<file path="config.mk">
export PLATFORM = sky130hd
export DESIGN_NAME = dma_channel_control
export DESIGN_NICKNAME = d
export VERILOG_FILES = /design/src/hdl/dma_pkg.sv /design/src/hdl/dma_channel_control.sv /design/src/hdl/request_detect.sv
export SDC_FILE = /design/constraint.sdc
export NUM_CORES = 1
export LEC_CHECK = 0
export BUFFER_PORTS_ARGS = -buffer_cell sky130_fd_sc_hd__buf_2
export CAP_MARGIN = 20
export CORE_MARGIN = 3
export CORE_UTILIZATION = 58
export CTS_BUF_LIST = sky130_fd_sc_hd__clkbuf_4 sky130_fd_sc_hd__clkbuf_8
export CTS_CLUSTER_DIAMETER = 80
export DETAILED_ROUTE_END_ITERATION = 7
export PLACE_DENSITY = 0.84
export SKIP_CTS_REPAIR_TIMING = 1
export SYNTH_ARGS = -nofsm -noshare
export SYNTH_HDL_FRONTEND = slang
export SYNTH_SLANG_ARGS = --single-unit
export TNS_END_PERCENT = 30
</file>
<file path="constraint.sdc">
create_clock -name clk_i -period 5.22 [get_ports clk_i]
set_input_delay 0.522 -clock clk_i [delete_from_list [all_inputs] [get_ports clk_i]]
set_output_delay 0.522 -clock clk_i [all_outputs]
set_load 0.005 [all_outputs]
</file>
<file path="src/hdl/dma_pkg.sv">
// Shared constants, field layouts and carrier types of one DMA channel
// control block. Assumes a 32-bit classic Wishbone slave port.
package dma_pkg;

  // ----------------------------------------------------------------
  // Register offsets (byte addresses)
  // ----------------------------------------------------------------
  localparam logic [7:0] CTRL_OFS = 8'h00;
  localparam logic [7:0] OPER_OFS = 8'h04;
  localparam logic [7:0] COUNT_OFS = 8'h08;
  localparam logic [7:0] STATUS_OFS = 8'h0c;

  // ----------------------------------------------------------------
  // Field positions
  // ----------------------------------------------------------------
  localparam int DE_BIT = 0;
  localparam int TE_BIT = 1;
  localparam int IE_BIT = 2;
  localparam int TS_LSB = 3;
  localparam int TM_BIT = 5;
  localparam int DS_BIT = 6;
  localparam int RS_LSB = 8;
  localparam int DME_BIT = 0;
  localparam int NMI_FLAG_BIT = 1;
  localparam int AE_BIT = 2;

  // ----------------------------------------------------------------
  // Request source codes and sizes
  // ----------------------------------------------------------------
  localparam logic [3:0] RS_PIN_DUAL = 4'h0;
  localparam logic [3:0] RS_PIN_TO_DEV = 4'h2;
  localparam logic [3:0] RS_PIN_FROM_DEV = 4'h3;
  localparam logic [3:0] RS_AUTO = 4'h4;
  localparam logic [3:0] RS_PERIPH_FIRST = 4'ha;
  localparam int PERIPH_NUM = 6;
  localparam logic [1:0] TS_BYTE = 2'h0;
  localparam logic [1:0] TS_WORD = 2'h1;
  localparam logic [1:0] TS_LONG = 2'h2;
  localparam logic [1:0] TS_16BYTE = 2'h3;

  // ----------------------------------------------------------------
  // Reset values
  // ----------------------------------------------------------------
  localparam logic [31:0] CTRL_RST = 32'h0000_0000;
  localparam logic [2:0] OPER_RST = 3'h0;

  // ----------------------------------------------------------------
  // Types
  // ----------------------------------------------------------------
  typedef struct packed {
    logic [3:0] rsrc;
    logic ds;
    logic tm;
    logic [1:0] ts;
    logic ie;
    logic te;
    logic de;
  } chan_ctrl_t;

  typedef struct packed {
    logic [1:0] size;
    logic burst;
    logic single;
    logic to_device;
  } unit_cmd_t;

  typedef enum logic [1:0] {ST_IDLE, ST_WAIT, ST_MOVE} chan_state_t;

endpackage

</file>
<file path="src/hdl/dma_channel_control.sv">
// Control logic of one DMA channel: request source selection, request
// detection, bus mode and unit size, end flag, enable gating and count.
// Assumes a classic Wishbone master and a bus sequencer that pulses
// unit_done_i once per transfer unit moved.
//
// The implementer's own choices: the register offsets and the Wishbone slave port.
module dma_channel_control #(
  parameter int CHAN_ID = 0,
  parameter int CNT_W = 24
) (
  input wire logic clk_i, // System clock, 25 MHz
  input wire logic rst_i, // Synchronous reset, active high
  input wire logic wb_cyc_i, // Wishbone cycle
  input wire logic wb_stb_i, // Wishbone strobe
  input wire logic wb_we_i, // Wishbone write enable
  input wire logic [7:0] wb_adr_i, // Wishbone byte address
  input wire logic [3:0] wb_sel_i, // Wishbone byte selects
  input wire logic [31:0] wb_dat_i, // Wishbone write data
  output logic [31:0] wb_dat_o, // Wishbone read data
  output logic wb_ack_o, // Wishbone acknowledge
  input wire logic ext_request_n_i, // External request pin, active low
  input wire logic [5:0] periph_req_n_i, // On-chip requests, active low
  input wire logic nmi_i, // Non-maskable interrupt event pulse
  input wire logic addr_err_i, // Address error event pulse
  input wire logic unit_done_i, // Sequencer moved one unit
  output logic unit_req_o, // Unit transfer requested
  output dma_pkg::unit_cmd_t unit_cmd_o, // Size and mode of the unit
  output logic ext_acknowledge_o, // Acknowledge to external device
  output logic completion_irq_o // Completion interrupt request
);

  localparam logic PIN_OK = (CHAN_ID < 2);

  // ----------------------------------------------------------------
  // Helpers
  // ----------------------------------------------------------------
  function automatic logic [31:0] merge_bytes(input logic [31:0] old_v,
                                              input logic [31:0] new_v,
                                              input logic [3:0] sel);
    logic [31:0] r;
    r = old_v;
    for (int i = 0; i < 4; i++)
    begin
      if (sel[i])
        r[i*8 +: 8] = new_v[i*8 +: 8];
    end
    return r;
  endfunction

  function automatic logic reg_hit(input logic [7:0] adr, input logic [7:0] ofs);
    return adr[7:2] == ofs[7:2];
  endfunction

  function automatic logic [31:0] pack_ctrl(input dma_pkg::chan_ctrl_t c);
    logic [31:0] w;
    w = 32'h0000_0000;
    w[dma_pkg::RS_LSB +: 4] = c.rsrc;
    w[dma_pkg::DS_BIT] = c.ds;
    w[dma_pkg::TM_BIT] = c.tm;
    w[dma_pkg::TS_LSB +: 2] = c.ts;
    w[dma_pkg::IE_BIT] = c.ie;
    w[dma_pkg::TE_BIT] = c.te;
    w[dma_pkg::DE_BIT] = c.de;
    return w;
  endfunction

  // ----------------------------------------------------------------
  // State
  // ----------------------------------------------------------------
  dma_pkg::chan_ctrl_t ctrl_q;
  dma_pkg::chan_ctrl_t ctrl_d;
  dma_pkg::chan_state_t state_q;
  dma_pkg::chan_state_t state_d;
  dma_pkg::unit_cmd_t cmd_d;
  logic [CNT_W-1:0] count_q;
  logic [CNT_W-1:0] count_d;
  logic dme_q;
  logic nmi_flag_q;
  logic ae_q;
  logic te_seen_q;
  logic nmi_flag_seen_q;
  logic ae_seen_q;
  logic pend_q;
  logic pend_d;
  logic ack_q;
  logic [31:0] rdat_q;
  logic unit_req_q;
  dma_pkg::unit_cmd_t cmd_q;
  logic ack_ext_q;
  logic irq_q;

  // ----------------------------------------------------------------
  // Bus decode
  // ----------------------------------------------------------------
  wire access = wb_cyc_i & wb_stb_i & ~ack_q;
  wire wr = access & wb_we_i;
  wire rd = access & ~wb_we_i;
  wire hit_ctrl = reg_hit(wb_adr_i, dma_pkg::CTRL_OFS);
  wire hit_oper = reg_hit(wb_adr_i, dma_pkg::OPER_OFS);
  wire hit_count = reg_hit(wb_adr_i, dma_pkg::COUNT_OFS);
  wire hit_status = reg_hit(wb_adr_i, dma_pkg::STATUS_OFS);
  wire [31:0] ctrl_word = pack_ctrl(ctrl_q);
  wire [31:0] oper_word = {29'h0, ae_q, nmi_flag_q, dme_q};
  wire [31:0] count_word = 32'(count_q);
  wire [31:0] ctrl_wdat = merge_bytes(ctrl_word, wb_dat_i, wb_sel_i);
  wire [31:0] oper_wdat = merge_bytes(oper_word, wb_dat_i, wb_sel_i);
  wire [31:0] count_wdat = merge_bytes(count_word, wb_dat_i, wb_sel_i);
  wire wr_ctrl = wr & hit_ctrl;
  wire wr_oper = wr & hit_oper;
  wire wr_count = wr & hit_count;

  // ----------------------------------------------------------------
  // Source decode
  // ----------------------------------------------------------------
  wire [3:0] rs = ctrl_q.rsrc;
  wire is_pin_code = (rs == dma_pkg::RS_PIN_DUAL) | (rs == dma_pkg::RS_PIN_TO_DEV) |
                     (rs == dma_pkg::RS_PIN_FROM_DEV);
  wire src_pin = PIN_OK & is_pin_code;
  wire src_auto = (rs == dma_pkg::RS_AUTO);
  wire src_per = (rs >= dma_pkg::RS_PERIPH_FIRST);
  wire [2:0] per_idx = 3'(rs - dma_pkg::RS_PERIPH_FIRST);

  // Prohibited codes match none of the three and never request
  wire enable_ok = ctrl_q.de & dme_q & ~ctrl_q.te & ~nmi_flag_q & ~ae_q;

  // ----------------------------------------------------------------
  // Request detection
  // ----------------------------------------------------------------
  logic [6:0] req_low;
  logic [6:0] req_fall;

  request_detect #(
    .W(7)
  ) u_detect (
    .clk_i(clk_i),
    .rst_i(rst_i),
    .req_n_i({periph_req_n_i, ext_request_n_i}),
    .low_o(req_low),
    .fall_o(req_fall)
  );

  wire per_fall = req_fall[3'(per_idx + 3'h1)];
  wire pin_level_mode = src_pin & ~ctrl_q.ds;
  wire lvl_now = pin_level_mode & req_low[0];
  wire edge_now = (src_pin & ctrl_q.ds & req_fall[0]) |
                  (src_per & per_fall);
  wire req_now = src_auto | lvl_now | pend_q | edge_now;
  wire start_unit = (state_q == dma_pkg::ST_WAIT) & enable_ok & req_now;
  wire last_unit = (count_q == CNT_W'(1));
  wire unit_end = (state_q == dma_pkg::ST_MOVE) & enable_ok & unit_done_i;
  wire finish = unit_end & last_unit;
  wire more_burst = ctrl_q.tm & (src_auto | ~pin_level_mode | req_low[0]);

  // Edge requests are remembered only while enabled, so an edge
  // seen before the channel is enabled never starts a transfer.
  always_comb
  begin
    pend_d = enable_ok & ((pend_q & ~start_unit) |
                          (edge_now & ~(start_unit & ~pend_q)));
  end

  // ----------------------------------------------------------------
  // Channel sequencing
  // ----------------------------------------------------------------
  always_comb
  begin
    state_d = state_q;
    case (state_q)
      dma_pkg::ST_IDLE:
      begin
        if (enable_ok && count_q != '0)
          state_d = dma_pkg::ST_WAIT;
      end
      dma_pkg::ST_WAIT:
      begin
        if (!enable_ok)
          state_d = dma_pkg::ST_IDLE;
        else if (start_unit)
          state_d = dma_pkg::ST_MOVE;
      end
      dma_pkg::ST_MOVE:
      begin
        if (!enable_ok)
          state_d = dma_pkg::ST_IDLE;
        else if (unit_done_i)
        begin
          if (last_unit)
            state_d = dma_pkg::ST_IDLE;
          else if (!more_burst)
            state_d = dma_pkg::ST_WAIT;
        end
      end
      default:
        state_d = dma_pkg::ST_IDLE;
    endcase
  end

  // ----------------------------------------------------------------
  // Register next values
  // ----------------------------------------------------------------
  wire te_clr = wr_ctrl & ~ctrl_wdat[dma_pkg::TE_BIT] & te_seen_q;
  wire nmi_flag_clr = wr_oper & ~oper_wdat[dma_pkg::NMI_FLAG_BIT] & nmi_flag_seen_q;
  wire ae_clr = wr_oper & ~oper_wdat[dma_pkg::AE_BIT] & ae_seen_q;

  always_comb
  begin
    ctrl_d = ctrl_q;
    if (wr_ctrl)
    begin
      ctrl_d.rsrc = ctrl_wdat[dma_pkg::RS_LSB +: 4];
      ctrl_d.ds = PIN_OK & ctrl_wdat[dma_pkg::DS_BIT];
      ctrl_d.tm = ctrl_wdat[dma_pkg::TM_BIT];
      ctrl_d.ts = ctrl_wdat[dma_pkg::TS_LSB +: 2];
      ctrl_d.ie = ctrl_wdat[dma_pkg::IE_BIT];
      ctrl_d.de = ctrl_wdat[dma_pkg::DE_BIT];
    end
    // Setting wins over a same-cycle clear; writing 1 never sets
    ctrl_d.te = finish | (ctrl_q.te & ~te_clr);
  end

  always_comb
  begin
    count_d = count_q;
    if (wr_count)
      count_d = count_wdat[CNT_W-1:0];
    else if (unit_end)
      count_d = count_q - CNT_W'(1);
  end

  always_comb
  begin
    cmd_d.size = ctrl_q.ts;
    cmd_d.burst = ctrl_q.tm;
    cmd_d.single = src_pin & (rs != dma_pkg::RS_PIN_DUAL);
    cmd_d.to_device = src_pin & (rs == dma_pkg::RS_PIN_TO_DEV);
  end

  // ----------------------------------------------------------------
  // Registers
  // ----------------------------------------------------------------
  always_ff @(posedge clk_i)
  begin
    if (rst_i)
    begin
      ctrl_q <= dma_pkg::chan_ctrl_t'(dma_pkg::CTRL_RST[10:0]);
      count_q <= '0;
      state_q <= dma_pkg::ST_IDLE;
      pend_q <= 1'b0;
    end
    else
    begin
      ctrl_q <= ctrl_d;
      count_q <= count_d;
      state_q <= state_d;
      pend_q <= pend_d;
    end
  end

  always_ff @(posedge clk_i)
  begin
    if (rst_i)
    begin
      {ae_q, nmi_flag_q, dme_q} <= dma_pkg::OPER_RST;
    end
    else
    begin
      if (wr_oper)
        dme_q <= oper_wdat[dma_pkg::DME_BIT];
      nmi_flag_q <= nmi_i | (nmi_flag_q & ~nmi_flag_clr);
      ae_q <= addr_err_i | (ae_q & ~ae_clr);
    end
  end

  // A flag read as 1 arms its clear; any write to the register disarms
  always_ff @(posedge clk_i)
  begin
    if (rst_i)
    begin
      te_seen_q <= 1'b0;
      nmi_flag_seen_q <= 1'b0;
      ae_seen_q <= 1'b0;
    end
    else
    begin
      if (rd && hit_ctrl)
        te_seen_q <= ctrl_q.te;
      else if (wr_ctrl)
        te_seen_q <= 1'b0;
      if (rd && hit_oper)
      begin
        nmi_flag_seen_q <= nmi_flag_q;
        ae_seen_q <= ae_q;
      end
      else if (wr_oper)
      begin
        nmi_flag_seen_q <= 1'b0;
        ae_seen_q <= 1'b0;
      end
    end
  end

  // ----------------------------------------------------------------
  // Wishbone answer: one wait state, unmapped reads return zero
  // ----------------------------------------------------------------
  wire [31:0] status_word = {28'h0, enable_ok, pend_q,
                             state_q == dma_pkg::ST_MOVE, state_q != dma_pkg::ST_IDLE};
  wire [31:0] rd_mux = hit_ctrl ? ctrl_word :
                       hit_oper ? oper_word :
                       hit_count ? count_word :
                       hit_status ? status_word : 32'h0000_0000;

  always_ff @(posedge clk_i)
  begin
    if (rst_i)
    begin
      ack_q <= 1'b0;
      rdat_q <= 32'h0000_0000;
    end
    else
    begin
      ack_q <= access;
      if (rd)
        rdat_q <= rd_mux;
    end
  end

  // ----------------------------------------------------------------
  // Outputs toward sequencer, requester and interrupt controller
  // ----------------------------------------------------------------
  always_ff @(posedge clk_i)
  begin
    if (rst_i)
    begin
      unit_req_q <= 1'b0;
      cmd_q <= '0;
      ack_ext_q <= 1'b0;
      irq_q <= 1'b0;
    end
    else
    begin
      unit_req_q <= (state_d == dma_pkg::ST_MOVE);
      cmd_q <= cmd_d;
      ack_ext_q <= (state_d == dma_pkg::ST_MOVE) & src_pin;
      irq_q <= ctrl_d.ie & ctrl_d.te;
    end
  end

  assign wb_dat_o = rdat_q;
  assign wb_ack_o = ack_q;
  assign unit_req_o = unit_req_q;
  assign unit_cmd_o = cmd_q;
  assign ext_acknowledge_o = ack_ext_q;
  assign completion_irq_o = irq_q;

endmodule

</file>
<file path="src/hdl/request_detect.sv">
// Request line conditioner: two-stage synchroniser plus falling edge
// detector per active-low request line. Assumes one clock, sync reset.
module request_detect #(
  parameter int W = 1
) (
  input wire logic clk_i, // System clock
  input wire logic rst_i, // Synchronous reset, active high
  input wire logic [W-1:0] req_n_i, // Active-low request lines
  output logic [W-1:0] low_o, // Synchronised line is low
  output logic [W-1:0] fall_o // One-cycle falling edge
);

  logic [W-1:0] meta_q;
  logic [W-1:0] sync_q;
  logic [W-1:0] prev_q;

  // ----------------------------------------------------------------
  // Synchroniser; first stage feeds only the second
  // ----------------------------------------------------------------
  always_ff @(posedge clk_i)
  begin
    if (rst_i)
    begin
      meta_q <= '1;
      sync_q <= '1;
      prev_q <= '1;
    end
    else
    begin
      meta_q <= req_n_i;
      sync_q <= meta_q;
      prev_q <= sync_q;
    end
  end

  // Edge compares two successive synchronised samples
  assign low_o = ~sync_q;
  assign fall_o = prev_q & ~sync_q;

endmodule

</file>
Word-level counts from Yosys, hierarchy flattened
Index checks and enable logic that the tools add are counted.

Register bits after elaboration: 106. Bits of input ports: 59. Output and inout port bits: 41.

$add $sub $neg: 3. Magnitude comparators: 2. Equality and inequality tests: 13. Multiplexer cells: 27. Bitwise gates (word level): 69. Reduce and logical (&&, ||, !) cells: 18.

Operators by type and width (count): two-way mux 24 bit (5); bitwise AND 1 bit (39); equality test 24 x 1 -> 1 bit (second input constant) (1); two-way mux 8 bit (3); nonzero test 24 bit (1); subtractor 24 x 1 -> 24 bit (second input constant) (1); inverter 1 bit (16); two-way mux 2 bit (7); equality test 6 x 2 -> 1 bit (second input constant) (2); OR 1 bit (12); AND reduction 2 bit (6); equality test 4 x 2 -> 1 bit (second input constant) (2); nonzero test 2 bit (4); bitwise AND 7 bit (1); two-way mux 1 bit (7); inverter 7 bit (1); equality test 6 x 1 -> 1 bit (second input constant) (1); zero test 6 bit (1); two-way mux 3 bit (2); != test 2 bit (second input constant) (3); one-hot mux 2 bit (3 select lines) (1); equality test 2 bit (second input constant) (2); equality test 4 x 3 -> 1 bit (second input constant) (1); greater-or-equal comparator 4 bit (second input constant) (1); other kinds (10) (12).

Depth between registers and ports, before layout
Gate-level depths: netlist of the first run.

Depth in word-level cells: 15. Gate-level depth with buffers: 8. Mapped depth without buffers: 7.

Modules after synthesis
Synthesis of the first run repeated with hierarchy kept, for this count alone.

Cells, all modules: 537. Area, all modules: 4665.7 µm².

Modules (own cells, without submodules): dma_channel_control (instances 1, cells an instance 479, area an instance 4021.4 µm²); request_detect (instances 1, cells an instance 58, area an instance 644.4 µm²).

Worst setup path after synthesis of the first run
Ideal clock, no wire load.

Path kind: input port to flip-flop. Start: input rst_i. End: register ack_ext_q, in the netlist ext_acknowledge_o. Library setup time: 0.070 ns. Data arrival time: 2.344 ns. Setup slack: 2.807 ns. Stages on the path: 6. Path buffers: 1. Cells stage by stage: clkbuf_1 > or4b_2 > or4b_2 > a311oi_1 > a21oi_1 > a21oi_1.

RTL lines: from (decl) (RTL line dma_channel_control.sv:12) `input wire logic rst_i,`; to (signal assigned) (RTL line dma_channel_control.sv:343) `ack_ext_q <= (state_d == dma_pkg::ST_MOVE) & src_pin;`; to (decl) (RTL line dma_channel_control.sv:89) `logic ack_ext_q;`.

Final worst setup path of the first run
Start: input wb_adr_i[5]. End: register count_q[16].

Word-level cells in the longest chain between the ends: 4.

RTL lines: from (decl) (RTL line dma_channel_control.sv:16) `input wire logic [7:0] wb_adr_i,`; equality test 6 x 2 -> 1 bit (*) (RTL line dma_channel_control.sv:51) `return adr[7:2] == ofs[7:2];`; bitwise AND 1 bit (*) (RTL line dma_channel_control.sv:110) `wire wr_count = wr & hit_count;`; != test 2 bit (no line) or nonzero test 2 bit (tied branches); AND reduction 2 bit (no line); to (signal assigned) (RTL line dma_channel_control.sv:253) `count_q <= count_d;`; to (decl) (RTL line dma_channel_control.sv:75) `logic [CNT_W-1:0] count_q;`.

Every way passes the cells marked *; elsewhere a longest branch is shown, timed or not. A chain may end at the register's enable or synchronous reset.

==> key figures, run 1 <==
Final layout
  • Final Net Count: 659
  • Layout cells sized above 1: about a quarter
  • Commonest cells after routing, fill and taps aside: 98 x dfxtp_1, 80 x buf_2, 63 x nor2_1
  • Area of the multi-input gates: between 2000 and 2500 sq um
  • Commonest non-fill, non-tap cell in the layout: dfxtp_1
  • Register area: 1960 sq um
  • Post-Route Utilization: between 60% and 70%
  • Area Overhead vs Synth: 13.0%
  • ANT cells: 0
  • # fillers: 610

Global route
  • Largest net degree at the start of global routing: between 90 and 100
  • Vias in the first global route: a little over 4000
  • Initial antenna violation count: 0
  • First-pass GRT wire length: approximately 19 mm
  • Grt ovf: 0
  • GRT Util Overall: around a quarter

Route
  • TritonRoute pass-1 iters: 5
  • Via count: between 4000 and 5000
  • Wire length per cell: 16.6 microns
  • DRC Markers: 0
  • 1st-iter DRT viols: roughly 330
  • Vias/cell: 6.22
  • Routed Antenna Nets: 0
  • Post-Route WL: ~12 mm

Clocking
  • Clk sinks: approximately 100
  • Later-pin clock latency in the skew report: ~0.38 ns
  • Reg clk slew, reported paths: between 0.1 and 0.15 ns
  • Clock tree buffer depth: 2
  • Clk root buf: clkbuf_8
  • TritonCTS buffer count: 9
  • H-tree levels: 3
  • CTS tree: built

Die
  • Die H: roughly 95 microns
  • Die area: around 9000 sq um
  • Die X: about 95 microns
  • Row count: 31
  • Core ar.: ~7500 sq um
  • # IOs: 100
  • Initial core utilization: between 60% and 70%

Timing
  • RSZ-0062 raised after global routing: false
  • Least-Margin Pin Slew: ~1.0 ns
  • Final max-slew violation count: 0
  • Clock Skews: roughly 0.0076 ns
  • Endpoints failing setup: 0
  • Fmax: roughly 0.32 GHz
  • Rel. slew slack: 32.6%
  • Minimum clock period: ~3.1 ns
  • Number of hold violations in the final report: 0
  • Final setup TNS: 0 ns
  • Fin crit share: 59.3%

Placed design
  • Placer Congestion: 0.911
  • Post-DP HPWL: ~8 mm
  • IO buf count: 80

Critical path
  • Crit Path Class: input pin to flop
  • Worst Path Max Fanout: 26
  • Buf/Inv on CP: 1
  • Critical path's top delay family: simple AND/OR/NAND/NOR gates
  • Critical-path cell list: buf_2 > nor4_2 > and3_1 > nor2_1 > a311oi_1 > nor4_1
  • CP Launch Type: input pin
  • Element type at the critical path end: flop
  • Crit path DAT: approximately 3.3 ns
  • Required time of the worst setup path: between 5 and 6 ns
  • CP peak stage delay: 0.96 ns
  • Worst path slowest cell: and3_1

Synthesis
  • Async SR Flop Fraction: 0%
  • Mean Syn Cell Area: roughly 8.6 sq um
  • Sequential share of the synthesized area: ~43%
  • #FFs+latches synth: 98
  • Yosys warns: 0
  • Post-Synthesis Cells: between 500 and 600
  • Synth cell types: 66
  • EDFF count, synth: 0
  • Syn Std Cell Area: 4600 sq um
  • Prevailing post-synth register cell: dfxtp_1

Power and ir drop
  • Peak supply drop: 0.000266 V
  • Pwr Total: about 1.3 mW
  • Static Leak: between 2 and 2.5 nW
  • Power per Cell Area: approximately 260 nW/um^2

Hold path
  • Worst Hold Class: input pin to flop

Status
  • Outcome: completed

Run
  • Total of max-cap violations: 0
[through the flow]
stage	instance area, sq um	setup slack [ns]	hold WS [ns]	instances
after floorplan	4630	2.81	0.389	540
after global placement	4990	1.95	0.390	682
after detailed placement	4990	1.86	0.393	682
after CTS	5200	2.23	0.307	698
after global routing	5200	1.92	0.308	698
final	5200	2.13	0.318	698
[sequential cells by signal (all words and copies together), names as in the netlist, 2 cells and up]
| register | cells |
|---|---|
| unit_cmd_o | 5 |
| u_detect.sync_q | 7 |
| rs | 4 |
| ctrl_q | 4 |
| count_q | 24 |
| state_q | 2 |
| cmd_d | 3 |
| u_detect.meta_q | 7 |
| u_detect.prev_q | 7 |
| wb_dat_o | 24 |
[power by group]
group	switching (mW)	internal, mW	total [mW]
Clock	0.311	0.191	0.503
Sequential	0.00551	0.759	0.764
Combinational	0.0455	0.0313	0.0768
[cell families after synthesis]
| logic type | synth area share [%] |
|---|---|
| AOI/OAI and AO/OA | 16.7 |
| muxes | 4.27 |
| other | 0.0815 |
| adders and majority gates | 1.63 |
| and+or+nand+nor | 29.5 |
| xor gates and xnor gates | 0.381 |
| DFF | 42.6 |
| buffers and inverters | 4.84 |
[layer usage]
layer | share of wire, % | vias up | GRT usage, %
met2 | 47 | 194 | 43.8
met5 | 0 | - | 0
met3 | 7.7 | 21 | 4.74
met1 | 44 | 2063 | 34.4
met4 | 2.0 | 0 | 11.4
li1 | - | 2062 | -
[cells in the mapped netlist (3+ instances only)]
library cell	number	area [sq um]
or4b_2	3	30.0
nand3_1	18	90.1
or2_2	24	150
dfxtp_1	98	1960
inv_1	11	41.3
mux2_2	3	33.8
nor2b_1	11	68.8
nor2_1	63	236
a21oi_1	24	120
nor4_1	8	50.1
o31ai_1	3	22.5
nand2_1	31	116
clkbuf_1	31	116
nand4_1	11	68.8
a211oi_1	9	67.6
a31oi_1	9	56.3
a21o_1	4	30.0
nand3b_1	7	52.6
or3_1	4	25.0
mux2i_1	14	140
buf_4	8	60.1
and3b_1	4	35.0
nor3_1	23	115
a221oi_1	11	96.3
o21ai_0	15	75.1
and3_1	6	37.5
a22oi_1	14	105
o211ai_1	3	22.5
nand2b_1	8	50.1
nor4b_1	3	26.3
ha_1	6	75.1
[final timing paths]
check	cells past startpoint	slack (ns)	end	startpoint
hold reg to reg	1	0.42	u_detect.sync_q[2]	u_detect.meta_q[2]
hold / removal	2	0.32	u_detect.meta_q[4]	periph_req_n_i[3]
setup / recovery	6	2.13	count_q[16]	wb_adr_i[5]
setup reg to reg	5	2.39	count_q[23]	count_q[9]
[final cells by class]
| cell class | count | share of cell area, % |
|---|---|---|
| clock buffers | 9 | 2.38 |
| clock inverters | 7 | 1.56 |
| inverters | 11 | 0.794 |
| multi-input cells | 391 | 47.0 |
| flip-flops and latches | 98 | 37.7 |
| well taps | 99 | 2.38 |
| repair buffers | 83 | 8.14 |
Note: power is estimated with default switching activity, not from simulation.
==> run 2, diff against run 1 <==
- CORE_UTILIZATION: 58 -> 51
- PLACE_DENSITY: 0.84 -> 0.79
- clock period: 5.22 -> 2.5 ns (I/O delays scaled with it)
==> run 2 against run 1 <==
Design area rose by 3.1%. Global-route usage fell by 2.2 points. Sequential power rose by 110%. Non-clock buffer count rose by 19. Clock skew rose by 0.0029 ns. Critical path depth fell by 1. First-iteration DRC count rose by 21%. Largest power group unchanged.
==> key figures, run 2 (same netlist as run 1, synthesis figures left out) <==
Route
  • 1st-iter DRT viols: approximately 400
  • Post-Route WL: between 10 and 15 mm
  • TritonRoute pass-1 iters: 6
  • Wire length per cell: around 17 microns
  • Via count: about 4400
  • DRC Markers: 0
  • Routed Antenna Nets: 0
  • Vias/cell: 6.01

Critical path
  • Element type at the critical path end: flop
  • Worst Path Max Fanout: 4
  • Crit path DAT: ~2.7 ns
  • Crit Path Class: flop to flop
  • CP Launch Type: flop
  • Required time of the worst setup path: 2.76 ns

Timing
  • Rel. slew slack: ~39%
  • Clock Skews: ~0.011 ns
  • Least-Margin Pin Slew: just over 0.9 ns
  • Hold slack: roughly 0.051 ns
  • Final setup TNS: 0 ns
  • Fin worst setup slack: between 0.1 and 0.15 ns
  • RSZ-0062 raised after global routing: false
  • Number of hold violations in the final report: 0
  • Final max-slew violation count: 0
  • Fmax: about 0.42 GHz
  • Endpoints failing setup: 0
  • Minimum clock period: around 2.4 ns
  • Fin crit share: between 90 and 100%

Global route
  • GRT Util Overall: between 20% and 30%
  • Grt ovf: 0
  • Largest net degree at the start of global routing: slightly below 100
  • First-pass GRT wire length: around 20 mm
  • Initial antenna violation count: 0
  • Vias in the first global route: 4035

Clocking
  • CTS tree: built
  • Clk sinks: just under 100
  • Later-pin clock latency in the skew report: around 0.37 ns
  • H-tree levels: 3
  • Clock tree buffer depth: 2
  • TritonCTS buffer count: 9
  • Reg clk slew, reported paths: 0.11 ns
  • Clk root buf: clkbuf_8

Die
  • Row count: 34
  • Die H: approximately 100 microns
  • # IOs: 100
  • Core ar.: slightly below 9000 sq um
  • Initial core utilization: between 50% and 60%
  • Die area: around 10000 sq um
  • Die X: approximately 100 microns

Placed design
  • Post-DP HPWL: 8.97 mm
  • IO buf count: 80
  • Placer Congestion: 0.884
  • Pre-CTS setup slack: 0.139 ns
  • Placed inst area: about 5100 sq um

Power and ir drop
  • Static Leak: around 2.3 nW
  • Peak supply drop: about 0.00042 V
  • Power per Cell Area: approximately 520 nW/um^2

Hold path
  • Worst Hold Class: input pin to flop

Final layout
  • Post-Route Utilization: between 60 and 70%
  • Final Cell Area: 5360 sq um
  • # fillers: roughly 800
  • Final Net Count: just under 700
  • Layout cells sized above 1: between 20% and 30%
  • Commonest cells after routing, fill and taps aside: 98 x dfxtp_1, 80 x buf_2, 63 x nor2_1
  • Commonest non-fill, non-tap cell in the layout: dfxtp_1
  • ANT cells: 0
  • Area Overhead vs Synth: 16.4%

Status
  • Outcome: completed

Run
  • Total of max-cap violations: 0
-- run 2: cell types whose count changed in the layout (fill, tap and decap cells not counted) --
cell | before | now
clkinv_4 | 2 | 3
clkinv_8 | 2 | 3
inv_8 | 2 | 1
inv_6 | 1 | 0
buf_4 | 3 | 22
-- run 2: path summary, 6_finish.rpt --
| check | start | end | slack, ns | depth (start not counted) |
|---|---|---|---|---|
| max | count_q[19] | state_q[0] | 0.11 | 5 |
| min | periph_req_n_i[3] | u_detect.meta_q[4] | 0.05 | 2 |
| max reg2reg | count_q[19] | state_q[0] | 0.11 | 5 |
| min reg2reg | u_detect.meta_q[1] | u_detect.sync_q[1] | 0.41 | 1 |
-- run 2: stage by stage --
| step | std cells | total power, mW |
|---|---|---|
| after floorplan | 540 | 1.73 |
| after global placement | 710 | 1.79 |
| after detailed placement | 710 | 1.79 |
| after CTS | 726 | 2.82 |
| after global routing | 726 | 2.90 |
| final | 726 | 2.79 |
-- run 2: final cells by class --
class | count | area (sq um) | area share (%)
Sequential cell | 98 | 1960 | 36.6
Clock buffer | 9 | 124 | 2.31
Clock inverter | 7 | 86.3 | 1.61
Timing Repair Buffer | 102 | 566 | 10.6
Tap cell | 108 | 135 | 2.52
Multi-Input combinational cell | 391 | 2440 | 45.6
Inverter | 11 | 41.3 | 0.771
-- run 2: report_power, final --
group          switching, mW  total [mW]  internal (mW)
Clock                  0.634        1.03          0.399
Sequential            0.0117        1.60           1.58
Combinational         0.0972       0.165         0.0673
-- run 2: critical path, cell delays in order (launching register included) --
cell and delay [ns]:
dfxtp_1 0.35, or4_4 0.53, or4_4 0.50, or3_4 0.40
and3b_1 0.19, a311o_1 0.30
-- run 2: metal layers --
metal | GRT usage (%) | wire length, microns
met1 | 33.4 | 5460
met2 | 38.9 | 5720
met3 | 5.88 | 892
met4 | 6.44 | 170
met5 | 0 | 0
